--- config.mk ---
export PLATFORM = sky130hd
export DESIGN_NAME = mat_thresholds
export DESIGN_NICKNAME = d
export VERILOG_FILES = /design/src/shared/mat_pkg.sv /design/src/verilog/mat_thresholds.sv
export SDC_FILE = /design/constraint.sdc
export NUM_CORES = 2
export LEC_CHECK = 0
export ABC_CLOCK_PERIOD_IN_PS = 17100
export BUFFER_PORTS_ARGS = -buffer_cell sky130_fd_sc_hd__buf_4
export CORE_ASPECT_RATIO = 0.6
export CORE_MARGIN = 1.5
export CORE_UTILIZATION = 40
export DETAILED_ROUTE_END_ITERATION = 8
export PLACE_DENSITY = 0.61
export SETUP_SLACK_MARGIN = 0.05
export SLEW_MARGIN = 25
export SYNTH_ARGS = -nofsm -noshare
export SYNTH_HDL_FRONTEND = slang
export SYNTH_SLANG_ARGS = --single-unit
--- constraint.sdc ---
create_clock -name clk_sys_i -period 17.1 [get_ports clk_sys_i]
set_input_delay 2.565 -clock clk_sys_i [delete_from_list [all_inputs] [get_ports clk_sys_i]]
set_output_delay 2.565 -clock clk_sys_i [all_outputs]
set_load 0.1 [all_outputs]
--- src/shared/mat_pkg.sv ---
// Package for the measurement alert threshold block: register map, field layout, reset values, carrier types.
// Assumes a 32-bit APB slave; thresholds are 14-bit codes held in bits 15:2.
package mat_pkg;

  localparam int unsigned CODE_W   = 14;
  localparam int unsigned CODE_LSB = 2;
  localparam int unsigned CODE_MSB = 15;

  // Printed offsets are indices; the byte address is four times the index
  localparam logic [7:0] IDX_CELL_UV_CLR  = 8'h21;
  localparam logic [7:0] IDX_CELL_UV_SET  = 8'h22;
  localparam logic [7:0] IDX_MISMATCH     = 8'h23;
  localparam logic [7:0] IDX_BIP_OV_CLR   = 8'h24;
  localparam logic [7:0] IDX_BIP_OV_SET   = 8'h25;
  localparam logic [7:0] IDX_BIP_UV_CLR   = 8'h26;
  localparam logic [7:0] IDX_BIP_UV_SET   = 8'h27;
  localparam logic [7:0] IDX_BLK_OV_CLR   = 8'h28;
  localparam logic [7:0] IDX_BLK_OV_SET   = 8'h29;
  localparam logic [7:0] IDX_BLK_UV_CLR   = 8'h2a;
  localparam logic [7:0] IDX_BLK_UV_SET   = 8'h2b;
  localparam logic [7:0] IDX_CUR_OV_CLR   = 8'h2c;
  localparam logic [7:0] IDX_CUR_OV_SET   = 8'h2d;
  localparam logic [7:0] IDX_CELL_OV_SET  = 8'h20;
  localparam logic [7:0] IDX_CELL_OV_CLR  = 8'h1f;
  localparam logic [7:0] IDX_CHECK_EN     = 8'h40;
  localparam logic [7:0] IDX_POLARITY     = 8'h41;
  localparam logic [7:0] IDX_ALERT_STAT   = 8'h42;
  localparam logic [7:0] IDX_CELL_OV_STAT = 8'h43;
  localparam logic [7:0] IDX_CELL_UV_STAT = 8'h44;

  localparam logic [13:0] RST_ONES  = 14'h3fff;
  localparam logic [13:0] RST_ZERO  = 14'h0000;
  localparam logic [13:0] CODE_ZERO_CURRENT = 14'h2000;

  // Polarity register layout
  localparam int unsigned MINMAX_SEL_BIT = 16;
  // Alert status layout
  localparam int unsigned ST_OV  = 0;
  localparam int unsigned ST_UV  = 1;
  localparam int unsigned ST_MM  = 2;
  localparam int unsigned ST_BOV = 3;
  localparam int unsigned ST_BUV = 4;
  localparam int unsigned ST_COV = 5;

  typedef struct packed {
    logic        valid;
    logic        last;
    logic [3:0]  chan;
    logic [13:0] code;
  } mat_cell_meas_t;

  typedef struct packed {
    logic        valid;
    logic [13:0] code;
  } mat_meas_t;

  typedef struct packed {
    logic cell_overvoltage_alert;
    logic cell_undervoltage_alert;
    logic cell_mismatch_alert;
    logic block_overvoltage_alert;
    logic block_undervoltage_alert;
    logic current_overvoltage_alert;
  } mat_alerts_t;

endpackage : mat_pkg

--- src/verilog/mat_thresholds.sv ---
// Threshold registers and alert comparators for cell, block and current-sense measurements.
// Assumes an APB master on the system clock and a scan engine that delivers one code per valid cycle.
// Alert enables for block and current checks, and alert masking, live outside this block.
//
// The APB interface to the registers is this design's own decision.
`timescale 1ns/1ns

// How it works
// 14-bit codes sit in bits 15:2
// Unipolar cell above set raises overvoltage
// All-ones overvoltage set never trips
// Zero undervoltage set never trips
// Cell at/above polarity clear ends undervoltage
// Unipolar cell below set raises undervoltage
// Software keeps undervoltage clear at/above set
// Max minus min above threshold flags mismatch
// Select bit picks unipolar-only or all cells
// Bipolar cell at/below clear ends overvoltage
// Bipolar cell above set raises overvoltage
// Bipolar cell below set raises undervoltage
// Block at/below clear ends overvoltage
// Block above set raises overvoltage
// Block below set raises undervoltage
// Current at/below clear ends overvoltage
// Current codes bipolar, mid-scale is zero
// Software keeps overvoltage clear at/below set
// Current above set raises overvoltage
// Disabled cell checks are cleared
// Alerts hold between clear and set
module mat_thresholds #(
  parameter int unsigned NCELL = 14
) (
  input  wire logic                   clk_sys_i,
  input  wire logic                   reset_n_i,
  input  wire logic                   psel_i,
  input  wire logic                   penable_i,
  input  wire logic                   pwrite_i,
  input  wire logic [11:0]            paddr_i,
  input  wire logic [31:0]            pwdata_i,
  input  wire logic [3:0]             pstrb_i,
  output logic                        pready_o,
  output logic [31:0]                 prdata_o,
  output logic                        pslverr_o,
  input  wire mat_pkg::mat_cell_meas_t cell_meas_i,
  input  wire mat_pkg::mat_meas_t     block_meas_i,
  input  wire mat_pkg::mat_meas_t     current_meas_i,
  output mat_pkg::mat_alerts_t        alerts_o,
  output logic [NCELL-1:0]            cell_ov_flags_o,
  output logic [NCELL-1:0]            cell_uv_flags_o
);
  import mat_pkg::*;

  logic                rst_sync1_ff;
  logic                rst_sync2_ff;
  logic                rst_n;
  logic [13:0]         cell_ov_set_ff;
  logic [13:0]         cell_ov_clr_ff;
  logic [13:0]         cell_uv_clr_ff;
  logic [13:0]         cell_uv_set_ff;
  logic [13:0]         mismatch_ff;
  logic [13:0]         bip_ov_clr_ff;
  logic [13:0]         bip_ov_set_ff;
  logic [13:0]         bip_uv_clr_ff;
  logic [13:0]         bip_uv_set_ff;
  logic [13:0]         blk_ov_clr_ff;
  logic [13:0]         blk_ov_set_ff;
  logic [13:0]         blk_uv_clr_ff;
  logic [13:0]         blk_uv_set_ff;
  logic [13:0]         cur_ov_clr_ff;
  logic [13:0]         cur_ov_set_ff;
  logic [NCELL-1:0]    ov_en_ff;
  logic [NCELL-1:0]    uv_en_ff;
  logic [NCELL-1:0]    polarity_ff;
  logic                minmax_sel_ff;
  logic [NCELL-1:0]    cell_ov_ff;
  logic [NCELL-1:0]    cell_uv_ff;
  logic                mismatch_alert_ff;
  logic                blk_ov_ff;
  logic                blk_uv_ff;
  logic                cur_ov_ff;
  logic [13:0]         max_ff;
  logic [13:0]         min_ff;
  logic                any_ff;
  logic                pready_ff;
  logic [31:0]         prdata_ff;
  logic                pslverr_ff;
  logic [7:0]          idx;
  logic                wr_en;
  logic                access;
  logic                hit;
  logic                bad_addr;
  logic                chan_ok;
  logic [31:0]         nxt_rdata;
  logic [13:0]         wcode;
  logic                cell_bip;
  logic [13:0]         c_code;
  logic                in_minmax;
  logic [13:0]         nxt_max;
  logic [13:0]         nxt_min;
  logic                nxt_any;

  // Reset released through two flops
  // Assertion stays asynchronous; only the release is clocked, so no flop leaves reset mid-edge
  always_ff @(posedge clk_sys_i or negedge reset_n_i) begin
    if (!reset_n_i) begin
      rst_sync1_ff <= 1'b0;
      rst_sync2_ff <= 1'b0;
    end else begin
      rst_sync1_ff <= 1'b1;
      rst_sync2_ff <= rst_sync1_ff;
    end
  end
  assign rst_n = rst_sync2_ff;

  // Bus decode; pready is registered, so it rises in the second access cycle and the access phase lasts two cycles
  assign idx      = paddr_i[9:2];
  assign access   = psel_i && penable_i && !pready_ff;
  // Upper address bits or an unmapped index answer with an error and change nothing
  assign bad_addr = (paddr_i[11:10] != 2'b00) || !hit;
  // Both low lanes carry the code, so a write missing either low lane is dropped; upper-lane strobes are not checked
  assign wr_en    = access && pwrite_i && pstrb_i[0] && pstrb_i[1] && !bad_addr;
  // code field
  assign wcode    = pwdata_i[CODE_MSB:CODE_LSB];

  always_comb begin
    hit       = 1'b1;
    nxt_rdata = 32'h0000_0000;
    unique case (idx)
      IDX_CELL_OV_CLR:  nxt_rdata[CODE_MSB:CODE_LSB] = cell_ov_clr_ff;
      IDX_CELL_OV_SET:  nxt_rdata[CODE_MSB:CODE_LSB] = cell_ov_set_ff;
      IDX_CELL_UV_CLR:  nxt_rdata[CODE_MSB:CODE_LSB] = cell_uv_clr_ff;
      IDX_CELL_UV_SET:  nxt_rdata[CODE_MSB:CODE_LSB] = cell_uv_set_ff;
      IDX_MISMATCH:     nxt_rdata[CODE_MSB:CODE_LSB] = mismatch_ff;
      IDX_BIP_OV_CLR:   nxt_rdata[CODE_MSB:CODE_LSB] = bip_ov_clr_ff;
      IDX_BIP_OV_SET:   nxt_rdata[CODE_MSB:CODE_LSB] = bip_ov_set_ff;
      IDX_BIP_UV_CLR:   nxt_rdata[CODE_MSB:CODE_LSB] = bip_uv_clr_ff;
      IDX_BIP_UV_SET:   nxt_rdata[CODE_MSB:CODE_LSB] = bip_uv_set_ff;
      IDX_BLK_OV_CLR:   nxt_rdata[CODE_MSB:CODE_LSB] = blk_ov_clr_ff;
      IDX_BLK_OV_SET:   nxt_rdata[CODE_MSB:CODE_LSB] = blk_ov_set_ff;
      IDX_BLK_UV_CLR:   nxt_rdata[CODE_MSB:CODE_LSB] = blk_uv_clr_ff;
      IDX_BLK_UV_SET:   nxt_rdata[CODE_MSB:CODE_LSB] = blk_uv_set_ff;
      IDX_CUR_OV_CLR:   nxt_rdata[CODE_MSB:CODE_LSB] = cur_ov_clr_ff;
      IDX_CUR_OV_SET:   nxt_rdata[CODE_MSB:CODE_LSB] = cur_ov_set_ff;
      IDX_CHECK_EN: begin
        nxt_rdata[NCELL-1:0]     = ov_en_ff;
        nxt_rdata[16+NCELL-1:16] = uv_en_ff;
      end
      IDX_POLARITY: begin
        nxt_rdata[NCELL-1:0]      = polarity_ff;
        nxt_rdata[MINMAX_SEL_BIT] = minmax_sel_ff;
      end
      IDX_ALERT_STAT: begin
        nxt_rdata[ST_OV]  = |cell_ov_ff;
        nxt_rdata[ST_UV]  = |cell_uv_ff;
        nxt_rdata[ST_MM]  = mismatch_alert_ff;
        nxt_rdata[ST_BOV] = blk_ov_ff;
        nxt_rdata[ST_BUV] = blk_uv_ff;
        nxt_rdata[ST_COV] = cur_ov_ff;
      end
      IDX_CELL_OV_STAT: nxt_rdata[NCELL-1:0] = cell_ov_ff;
      IDX_CELL_UV_STAT: nxt_rdata[NCELL-1:0] = cell_uv_ff;
      default:          hit = 1'b0;
    endcase
  end

  always_ff @(posedge clk_sys_i or negedge rst_n) begin
    if (!rst_n) begin
      pready_ff  <= 1'b0;
      prdata_ff  <= 32'h0000_0000;
      pslverr_ff <= 1'b0;
    end else begin
      pready_ff  <= access;
      pslverr_ff <= access && bad_addr;
      // Read data stands until the next read, not only while pready is high
      if (access && !pwrite_i) begin
        prdata_ff <= bad_addr ? 32'h0000_0000 : nxt_rdata;
      end
    end
  end

  // Threshold and control registers; writes land at the edge before pready
  always_ff @(posedge clk_sys_i or negedge rst_n) begin
    if (!rst_n) begin
      cell_ov_set_ff <= RST_ONES;
      cell_ov_clr_ff <= RST_ONES;
      cell_uv_clr_ff <= RST_ZERO;
      cell_uv_set_ff <= RST_ZERO;
      mismatch_ff    <= RST_ONES;
      bip_ov_clr_ff  <= RST_ONES;
      bip_ov_set_ff  <= RST_ONES;
      bip_uv_clr_ff  <= RST_ZERO;
      bip_uv_set_ff  <= RST_ZERO;
      blk_ov_clr_ff  <= RST_ONES;
      blk_ov_set_ff  <= RST_ONES;
      blk_uv_clr_ff  <= RST_ZERO;
      blk_uv_set_ff  <= RST_ZERO;
      cur_ov_clr_ff  <= RST_ONES;
      cur_ov_set_ff  <= RST_ONES;
      ov_en_ff       <= '0;
      uv_en_ff       <= '0;
      polarity_ff    <= '0;
      minmax_sel_ff  <= 1'b0;
    end else if (wr_en) begin
      unique case (idx)
        IDX_CELL_OV_CLR: cell_ov_clr_ff <= wcode;
        IDX_CELL_OV_SET: cell_ov_set_ff <= wcode;
        IDX_CELL_UV_CLR: cell_uv_clr_ff <= wcode;
        IDX_CELL_UV_SET: cell_uv_set_ff <= wcode;
        IDX_MISMATCH:    mismatch_ff    <= wcode;
        IDX_BIP_OV_CLR:  bip_ov_clr_ff  <= wcode;
        IDX_BIP_OV_SET:  bip_ov_set_ff  <= wcode;
        IDX_BIP_UV_CLR:  bip_uv_clr_ff  <= wcode;
        IDX_BIP_UV_SET:  bip_uv_set_ff  <= wcode;
        IDX_BLK_OV_CLR:  blk_ov_clr_ff  <= wcode;
        IDX_BLK_OV_SET:  blk_ov_set_ff  <= wcode;
        IDX_BLK_UV_CLR:  blk_uv_clr_ff  <= wcode;
        IDX_BLK_UV_SET:  blk_uv_set_ff  <= wcode;
        IDX_CUR_OV_CLR:  cur_ov_clr_ff  <= wcode;
        IDX_CUR_OV_SET:  cur_ov_set_ff  <= wcode;
        IDX_CHECK_EN: begin
          ov_en_ff <= pwdata_i[NCELL-1:0];
          uv_en_ff <= pwdata_i[16+NCELL-1:16];
        end
        IDX_POLARITY: begin
          polarity_ff   <= pwdata_i[NCELL-1:0];
          minmax_sel_ff <= pwdata_i[MINMAX_SEL_BIT];
        end
        default: ;
      endcase
    end
  end

  // Channels past the last cell are dropped; their index would read past the polarity bits
  assign chan_ok  = int'(cell_meas_i.chan) < NCELL;
  assign cell_bip = chan_ok ? polarity_ff[cell_meas_i.chan] : 1'b0;
  assign c_code   = cell_meas_i.code;

  // Per-cell hysteresis flags; strict compares make all-ones and zero set values inert
  for (genvar g = 0; g < NCELL; g++) begin : g_cell
    logic hit_ch;
    assign hit_ch = cell_meas_i.valid && (cell_meas_i.chan == 4'(g));
    always_ff @(posedge clk_sys_i or negedge rst_n) begin
      if (!rst_n) begin
        cell_ov_ff[g] <= 1'b0;
      // disable clears
      end else if (!ov_en_ff[g]) begin
        cell_ov_ff[g] <= 1'b0;
      end else if (hit_ch) begin
        // Set is tested before clear, so overlapping thresholds leave the alert raised
        // unipolar or bipolar set
        if (c_code > (polarity_ff[g] ? bip_ov_set_ff : cell_ov_set_ff)) begin
          cell_ov_ff[g] <= 1'b1;
        // clear at or below
        end else if (c_code <= (polarity_ff[g] ? bip_ov_clr_ff : cell_ov_clr_ff)) begin
          cell_ov_ff[g] <= 1'b0;
        end
        // otherwise held
      end
    end
    always_ff @(posedge clk_sys_i or negedge rst_n) begin
      if (!rst_n) begin
        cell_uv_ff[g] <= 1'b0;
      // disable clears
      end else if (!uv_en_ff[g]) begin
        cell_uv_ff[g] <= 1'b0;
      end else if (hit_ch) begin
        // set below
        if (c_code < (polarity_ff[g] ? bip_uv_set_ff : cell_uv_set_ff)) begin
          cell_uv_ff[g] <= 1'b1;
        // clear at or above
        end else if (c_code >= (polarity_ff[g] ? bip_uv_clr_ff : cell_uv_clr_ff)) begin
          cell_uv_ff[g] <= 1'b0;
        end
        // otherwise held
      end
    end
  end

  // channel selection for min and max
  assign in_minmax = chan_ok && (minmax_sel_ff || !cell_bip);

  always_comb begin
    nxt_max = any_ff ? max_ff : RST_ZERO;
    nxt_min = any_ff ? min_ff : RST_ONES;
    nxt_any = any_ff;
    if (cell_meas_i.valid && in_minmax) begin
      nxt_any = 1'b1;
      if (c_code > nxt_max) begin
        nxt_max = c_code;
      end
      if (c_code < nxt_min) begin
        nxt_min = c_code;
      end
    end
  end

  // spread checked when the scan ends
  // A scan with no included channel leaves the alert low rather than comparing stale extremes
  always_ff @(posedge clk_sys_i or negedge rst_n) begin
    if (!rst_n) begin
      max_ff            <= RST_ZERO;
      min_ff            <= RST_ONES;
      any_ff            <= 1'b0;
      mismatch_alert_ff <= 1'b0;
    end else if (cell_meas_i.valid && cell_meas_i.last) begin
      max_ff            <= RST_ZERO;
      min_ff            <= RST_ONES;
      any_ff            <= 1'b0;
      mismatch_alert_ff <= nxt_any && ((nxt_max - nxt_min) > mismatch_ff);
    end else begin
      max_ff <= nxt_max;
      min_ff <= nxt_min;
      any_ff <= nxt_any;
    end
  end

  // Block check runs on every block result; its enable sits outside this block
  always_ff @(posedge clk_sys_i or negedge rst_n) begin
    if (!rst_n) begin
      blk_ov_ff <= 1'b0;
      blk_uv_ff <= 1'b0;
    end else if (block_meas_i.valid) begin
      // block set above
      if (block_meas_i.code > blk_ov_set_ff) begin
        blk_ov_ff <= 1'b1;
      // block clear at or below
      end else if (block_meas_i.code <= blk_ov_clr_ff) begin
        blk_ov_ff <= 1'b0;
      end
      // block set below
      if (block_meas_i.code < blk_uv_set_ff) begin
        blk_uv_ff <= 1'b1;
      // clear at or above, held between
      end else if (block_meas_i.code >= blk_uv_clr_ff) begin
        blk_uv_ff <= 1'b0;
      end
    end
  end

  // codes compared raw; mid-scale is zero current, so unsigned order is current order
  always_ff @(posedge clk_sys_i or negedge rst_n) begin
    if (!rst_n) begin
      cur_ov_ff <= 1'b0;
    end else if (current_meas_i.valid) begin
      // current set above
      if (current_meas_i.code > cur_ov_set_ff) begin
        cur_ov_ff <= 1'b1;
      // current clear at or below
      end else if (current_meas_i.code <= cur_ov_clr_ff) begin
        cur_ov_ff <= 1'b0;
      end
    end
  end

  // Outputs registered so alerts lag their flags by one cycle
  always_ff @(posedge clk_sys_i or negedge rst_n) begin
    if (!rst_n) begin
      alerts_o        <= '0;
      cell_ov_flags_o <= '0;
      cell_uv_flags_o <= '0;
    end else begin
      alerts_o.cell_overvoltage_alert    <= |cell_ov_ff;
      alerts_o.cell_undervoltage_alert   <= |cell_uv_ff;
      alerts_o.cell_mismatch_alert       <= mismatch_alert_ff;
      alerts_o.block_overvoltage_alert   <= blk_ov_ff;
      alerts_o.block_undervoltage_alert  <= blk_uv_ff;
      alerts_o.current_overvoltage_alert <= cur_ov_ff;
      cell_ov_flags_o <= cell_ov_ff;
      cell_uv_flags_o <= cell_uv_ff;
    end
  end

  assign pready_o  = pready_ff;
  assign prdata_o  = prdata_ff;
  assign pslverr_o = pslverr_ff;

endmodule : mat_thresholds

### Word-level counts from Yosys, hierarchy flattened

Index checks and enable logic that the tools add are counted.

| word-level totals | value |
|---|---|
| register bits | 384 |
| bits of input ports | 103 |
| logic and storage cells | 508 |

| cells by class | value |
|---|---|
| add/subtract/negate cells | 1 |
| $lt $le $gt $ge | 67 |
| eq/ne operators | 89 |
| muxes and demuxes | 195 |
| reduce and logical (&&, ||, !) cells | 89 |

Operators with widths:

| operator | number |
|---|---|
| 14-bit two-way mux | 64 |
| 14-bit > comparator | 18 |
| 14-bit less-or-equal comparator | 16 |
| 14-bit < comparator | 16 |
| 14-bit greater-or-equal comparator | 15 |
| 8-bit one-hot mux with 19 select lines | 1 |
| 1-bit two-way mux | 123 |
| 8-bit by 6-bit == test with 1-bit output, second input constant | 14 |
| 2-bit AND reduction | 48 |
| 3-bit by 1-bit != test with 1-bit output, second input constant | 28 |
| 4-bit one-hot mux with 20 select lines | 1 |
| 2-bit by 1-bit != test with 1-bit output, second input constant | 28 |
| 8-bit by 7-bit == test with 1-bit output, second input constant | 5 |
| 30-bit two-way mux | 1 |
| 2-bit one-hot mux with 15 select lines | 1 |
| 14-bit OR reduction | 2 |
| 1-bit logical AND | 26 |
| 4-bit == test, second input constant | 6 |
| 20-bit OR reduction | 1 |
| 4-bit by 3-bit == test with 1-bit output, second input constant | 4 |
| 14-bit subtractor | 1 |
| 13-bit two-way mux | 1 |
| 2-bit one-hot mux with 5 select lines | 1 |
| 4-bit by 2-bit == test with 1-bit output, second input constant | 2 |
| other kinds (10) | 18 |

### Logic depth before layout (Yosys ltp)

| logic depth | value |
|---|---|
| word-level depth | 11 |
| depth in mapped cells | 29 |
| depth with buffers taken out | 27 |

### Worst setup path before layout

OpenSTA, ideal clock, no wires.

| timing path | value |
|---|---|
| path kind | input port to flip-flop |
| start | input cell_meas_i[0] (netlist bit) |
| end | register mismatch_alert_ff |
| library setup time | 0.110 ns |
| data arrival time | 7.992 ns |
| data required time | 16.990 ns |
| slack | 8.998 ns |
| stages | 27 |
| path through | clkbuf_1 > clkbuf_1 > inv_1 > ha_1 > inv_1 > a21o_1 > a221o_1 > a221o_1 > and3_1 > buf_6 > buf_6 > nand2_1 > o21ai_2 > fa_1 > a21o_1 > a21oi_1 > o21bai_1 > a31o_2 > nand3_1 > a21boi_0 > o41a_1 > xor2_1 > ha_1 > nand4_1 > o21ai_0 > a21oi_1 > o41ai_1 |

| on the way | value |
|---|---|
| cells in the longest elaborated chain, start to end | 6 |
| elaborated cells between the ends (all ways) | 9 |
| classes of those cells | add/sub: 1; order compare: 3; mux: 4; reduce/logical: 1 |

Ends and longest elaborated chain:

| what | RTL line | RTL |
|---|---|---|
| start, declared | mat_thresholds.sv:44 | `input wire mat_pkg::mat_cell_meas_t cell_meas_i,` |
| 14-bit > comparator or 14-bit < comparator (tied branches) | mat_thresholds.sv:288, mat_thresholds.sv:291 |  |
| 14-bit two-way mux (on tied branches) | mat_thresholds.sv:288, mat_thresholds.sv:291 |  |
| 14-bit two-way mux | mat_thresholds.sv:286 | `if (cell_meas_i.valid && in_minmax) begin` |
| 14-bit subtractor * | mat_thresholds.sv:309 | `mismatch_alert_ff <= nxt_any && ((nxt_max - nxt_min) > mismatch_ff);` |
| 14-bit > comparator * | mat_thresholds.sv:309 |  |
| 1-bit logical AND * | mat_thresholds.sv:309 |  |
| end signal, assigned | mat_thresholds.sv:309 |  |
| end, declared | mat_thresholds.sv:77 | `logic mismatch_alert_ff;` |

Mark *: on every way between the ends. The rest lies on a longest branch, timed or not.
A chain may end at the register's enable or synchronous reset.

### Worst setup path in the final report

| timing path | value |
|---|---|
| start | input cell_meas_i[9] (netlist bit) |
| end | register mismatch_alert_ff |

Same word-level chain as after synthesis.

==> run_results.csv <==
group,metric,value,unit
status,outcome,"finished, final reports clean",
timing,timing.fmax,135.0,MHz
cells_and_area,drive_above_1_share,0.1715,
cells_and_area,multiInputGateArea,0.03408,sq mm
logic_synthesis,synth_cells,4672,
cells_and_area,syn_to_final_growth,9.070,%
cts,cts_tree,"built",
worst_setup_path,cp-endpoint,"mismatch_alert_ff",
cells_and_area,regArea,0.009792,sq mm
drt,drc,0,
die,dieArea,0.1162,sq mm
cells_and_area,largest_reg_flops,30,
worst_setup_path,cp.required,17560,ps
pwr,leakagePower,19.53,nW
place,numPortBuffers,162,
worst_hold_path,whs_path_depth,0,
logic_synthesis,synth_edf_count,0,
timing,period_share,0.4333,
cts,path_clk_slew,70,ps
timing,setup_violations,0,
timing,setup-tns-final,0,ps
cts,cts_hold_buf,0,
place,gp_congestion,1.011,
logic_synthesis,seq_area_frac_synth,0.2133,
drt,wl_per_cell,30.12,um
worst_setup_path,crit_path_max_fanout,21,
cells_and_area,utilization,0.4423,
cts,cts_root_buffer,"clkbuf_16",
die,initial_core_util,0.4055,
cells_and_area,most-common-layout-cells,"ha_1, mux2i_1, buf_4",
logic_synthesis,syn_area_per_cell,9.770,sq um
logic_synthesis,yosysWarnings,0,
die,ios,171,
grt,grt_max_degree,74,
place,placed_area,0.04823,sq mm
drt,detail-route-antenna-nets,0,
grt,grt_pass1_vias,37800,
worst_setup_path,critPathCaptureType,"register",
pwr,total_power,2.491,mW
logic_synthesis,synth-main-ff-cell,"dfrtp_1",
logic_synthesis,synth_area,0.04565,sq mm
drt,firstDrtPassIters,9,
timing,worst_pin_slew,1151,ps
cts,cts_buffer_depth,3,
die,rows,95,
worst_setup_path,worst-setup-path-type,"input port to register",
timing,timing.final.ws_setup,9690,ps
cts,insertion_delay,630,ps
cts,cts_max_level,2,
worst_setup_path,crit_family,"compound AO/OA/AOI/OAI gates",
worst_setup_path,cp_num_buf_inv,2,
place,place_hpwl,128.2,mm
die,coreArea,0.1126,sq mm
worst_setup_path,path_cells,"buf_4 > ha_1 > nand2_1 > nor2_1 > o2111ai_1 > o211ai_2 > buf_4 > nor2_1 > a21o_1 > fa_1 > a21o_1 > a21oi_1 > o21bai_1 > a31o_2 > nand3_1 > a21boi_0 > o41a_1 > xor2_1 > ha_1 > a21o_1 > a21oi_1 > o21ai_0 > a21oi_1 > o41ai_1",
pwr,powerDensity,50.04,mW/mm^2
worst_setup_path,crit_start,"cell_meas_i[9]",
worst_hold_path,holdCritPathClass,"register to register",
timing,maxSlewHeadroom,0.2327,
pwr,ir_worst_vdd,0.08194,mV
timing,fin_crit,7410,ps
worst_setup_path,worstSetupPathDepth,24,
cts,cts_buffers,43,
worst_setup_path,worstReg2RegStart,"any_ff",
logic_synthesis,ys_types,87,
timing,slew_viol_final,0,
worst_setup_path,critPathSlowestCell,"o211ai_2",
worst_setup_path,reg2reg_to,"mismatch_alert_ff",
worst_setup_path,ff2ff_setup_slack,10760,ps
worst_setup_path,worstPathArrival,7870,ps
die,fp.dieH,264.7,um
cells_and_area,layout.nets,5669,
grt,antenna_found_initial,16,
drt,first_iter_violations,4555,
cts,cts_setup_buffers,0,
drt,vias,40330,
cells_and_area,layout_commonest_cell,"ha_1",
timing,skew,27.52,ps
logic_synthesis,synth-seq-cells,382,
grt,grt_pass1_wl,268.9,mm
grt,gr-total-overflow,0,
place,pre_cts_ws,9157,ps
worst_setup_path,worst-r2r-cell-count,24,
grt,grt_usage,0.3116,
cts,cts_sinks,382,
logic_synthesis,synthArstFlopShare,1.000,
worst_setup_path,slowest_delay,560,ps
drt,routed_wl,187.1,mm
place,dpl.cell_count,6116,
timing,finalHoldViolCount,0,
cells_and_area,finalNonFillerCells,6212,
cells_and_area,final_area,0.04979,sq mm
die,fp.dieW,439.1,um
cells_and_area,fillerInstances,10750,
cts,cts_resized,0,
drt,vias_per_cell,6.491,
timing,rsz0062_at_grt,"no",
worst_setup_path,worst_setup_path_start_kind,"input port",
timing,whs,357.7,ps
flow_run,cap_violations,0,
-- cells by family after synthesis --
| family | count (synthesis) | share of synthesized area |
|---|---|---|
| XOR/XNOR | 13 | 0.002494 |
| adder cells (fa/ha/maj) | 908 | 0.2491 |
| AND/OR/NAND/NOR | 808 | 0.09490 |
| buffers and inverters | 457 | 0.04073 |
| other | 2 | 0.0001645 |
| AO/OA/AOI/OAI | 1052 | 0.1549 |
| multiplexers | 1050 | 0.2445 |
| flip-flops | 382 | 0.2133 |
-- synth_stat cells (all sizes together), types with 136 or more instances --
master  number  area share
ha         907        0.25
mux2i      752        0.16
mux2       290       0.076
a21oi      246       0.027
dfrtp      242        0.13
clkbuf     234       0.019
a21o       212       0.035
nand2      201       0.017
o21ai      191       0.022
nor2       143       0.012
dfstp      140       0.081
inv        138       0.011
nand4      136       0.019
-- worst min path at each step --
stage | startpoint | to | slack (ps)
after floorplan | rst_sync1_ff | rst_n | 330
after global placement | rst_sync1_ff | rst_n | 340
after detailed placement | rst_sync1_ff | rst_n | 350
after CTS | rst_sync1_ff | rst_n | 360
after global routing | rst_sync1_ff | rst_n | 370
final | rst_sync1_ff | rst_n | 360
-- worst reg2reg max path: cells and delay by family, from the launching register on --
kind | cells | cell delay [ps]
flip-flops | 1 | 960
adder cells (fa/ha/maj) | 3 | 920
buffers and inverters | 1 | 360
AO/OA/AOI/OAI | 14 | 2860
XOR/XNOR | 1 | 210
AND/OR/NAND/NOR | 5 | 880
-- metal layers --
layer | up-vias | GRT usage | part of all wire
met1 | 19750 | 0.4400 | 0.44
li1 | 17730 | - | -
met5 | - | 0 | 0.00027
met4 | 8 | 0.1197 | 0.043
met3 | 479 | 0.1134 | 0.13
met2 | 2361 | 0.4249 | 0.39
-- power by group --
part | switching, mW | internal [mW] | leakage, nW | total (mW)
clock | 0.469 | 0.580 | 0.728 | 1.05
sequential | 0.0126 | 0.917 | 4.77 | 0.930
combinational | 0.326 | 0.187 | 14.0 | 0.513
-- final cells by class --
class                      count  area share
clock buffer                  53     0.02317
tap                         1503     0.03777
antenna                       16   0.0008042
inverter                     138     0.01040
sequential                   382      0.1967
clock inverter                27    0.006987
multi-input combinational   3834      0.6846
timing repair buffer         259     0.03963
Note: power is estimated with default switching activity, not from simulation.
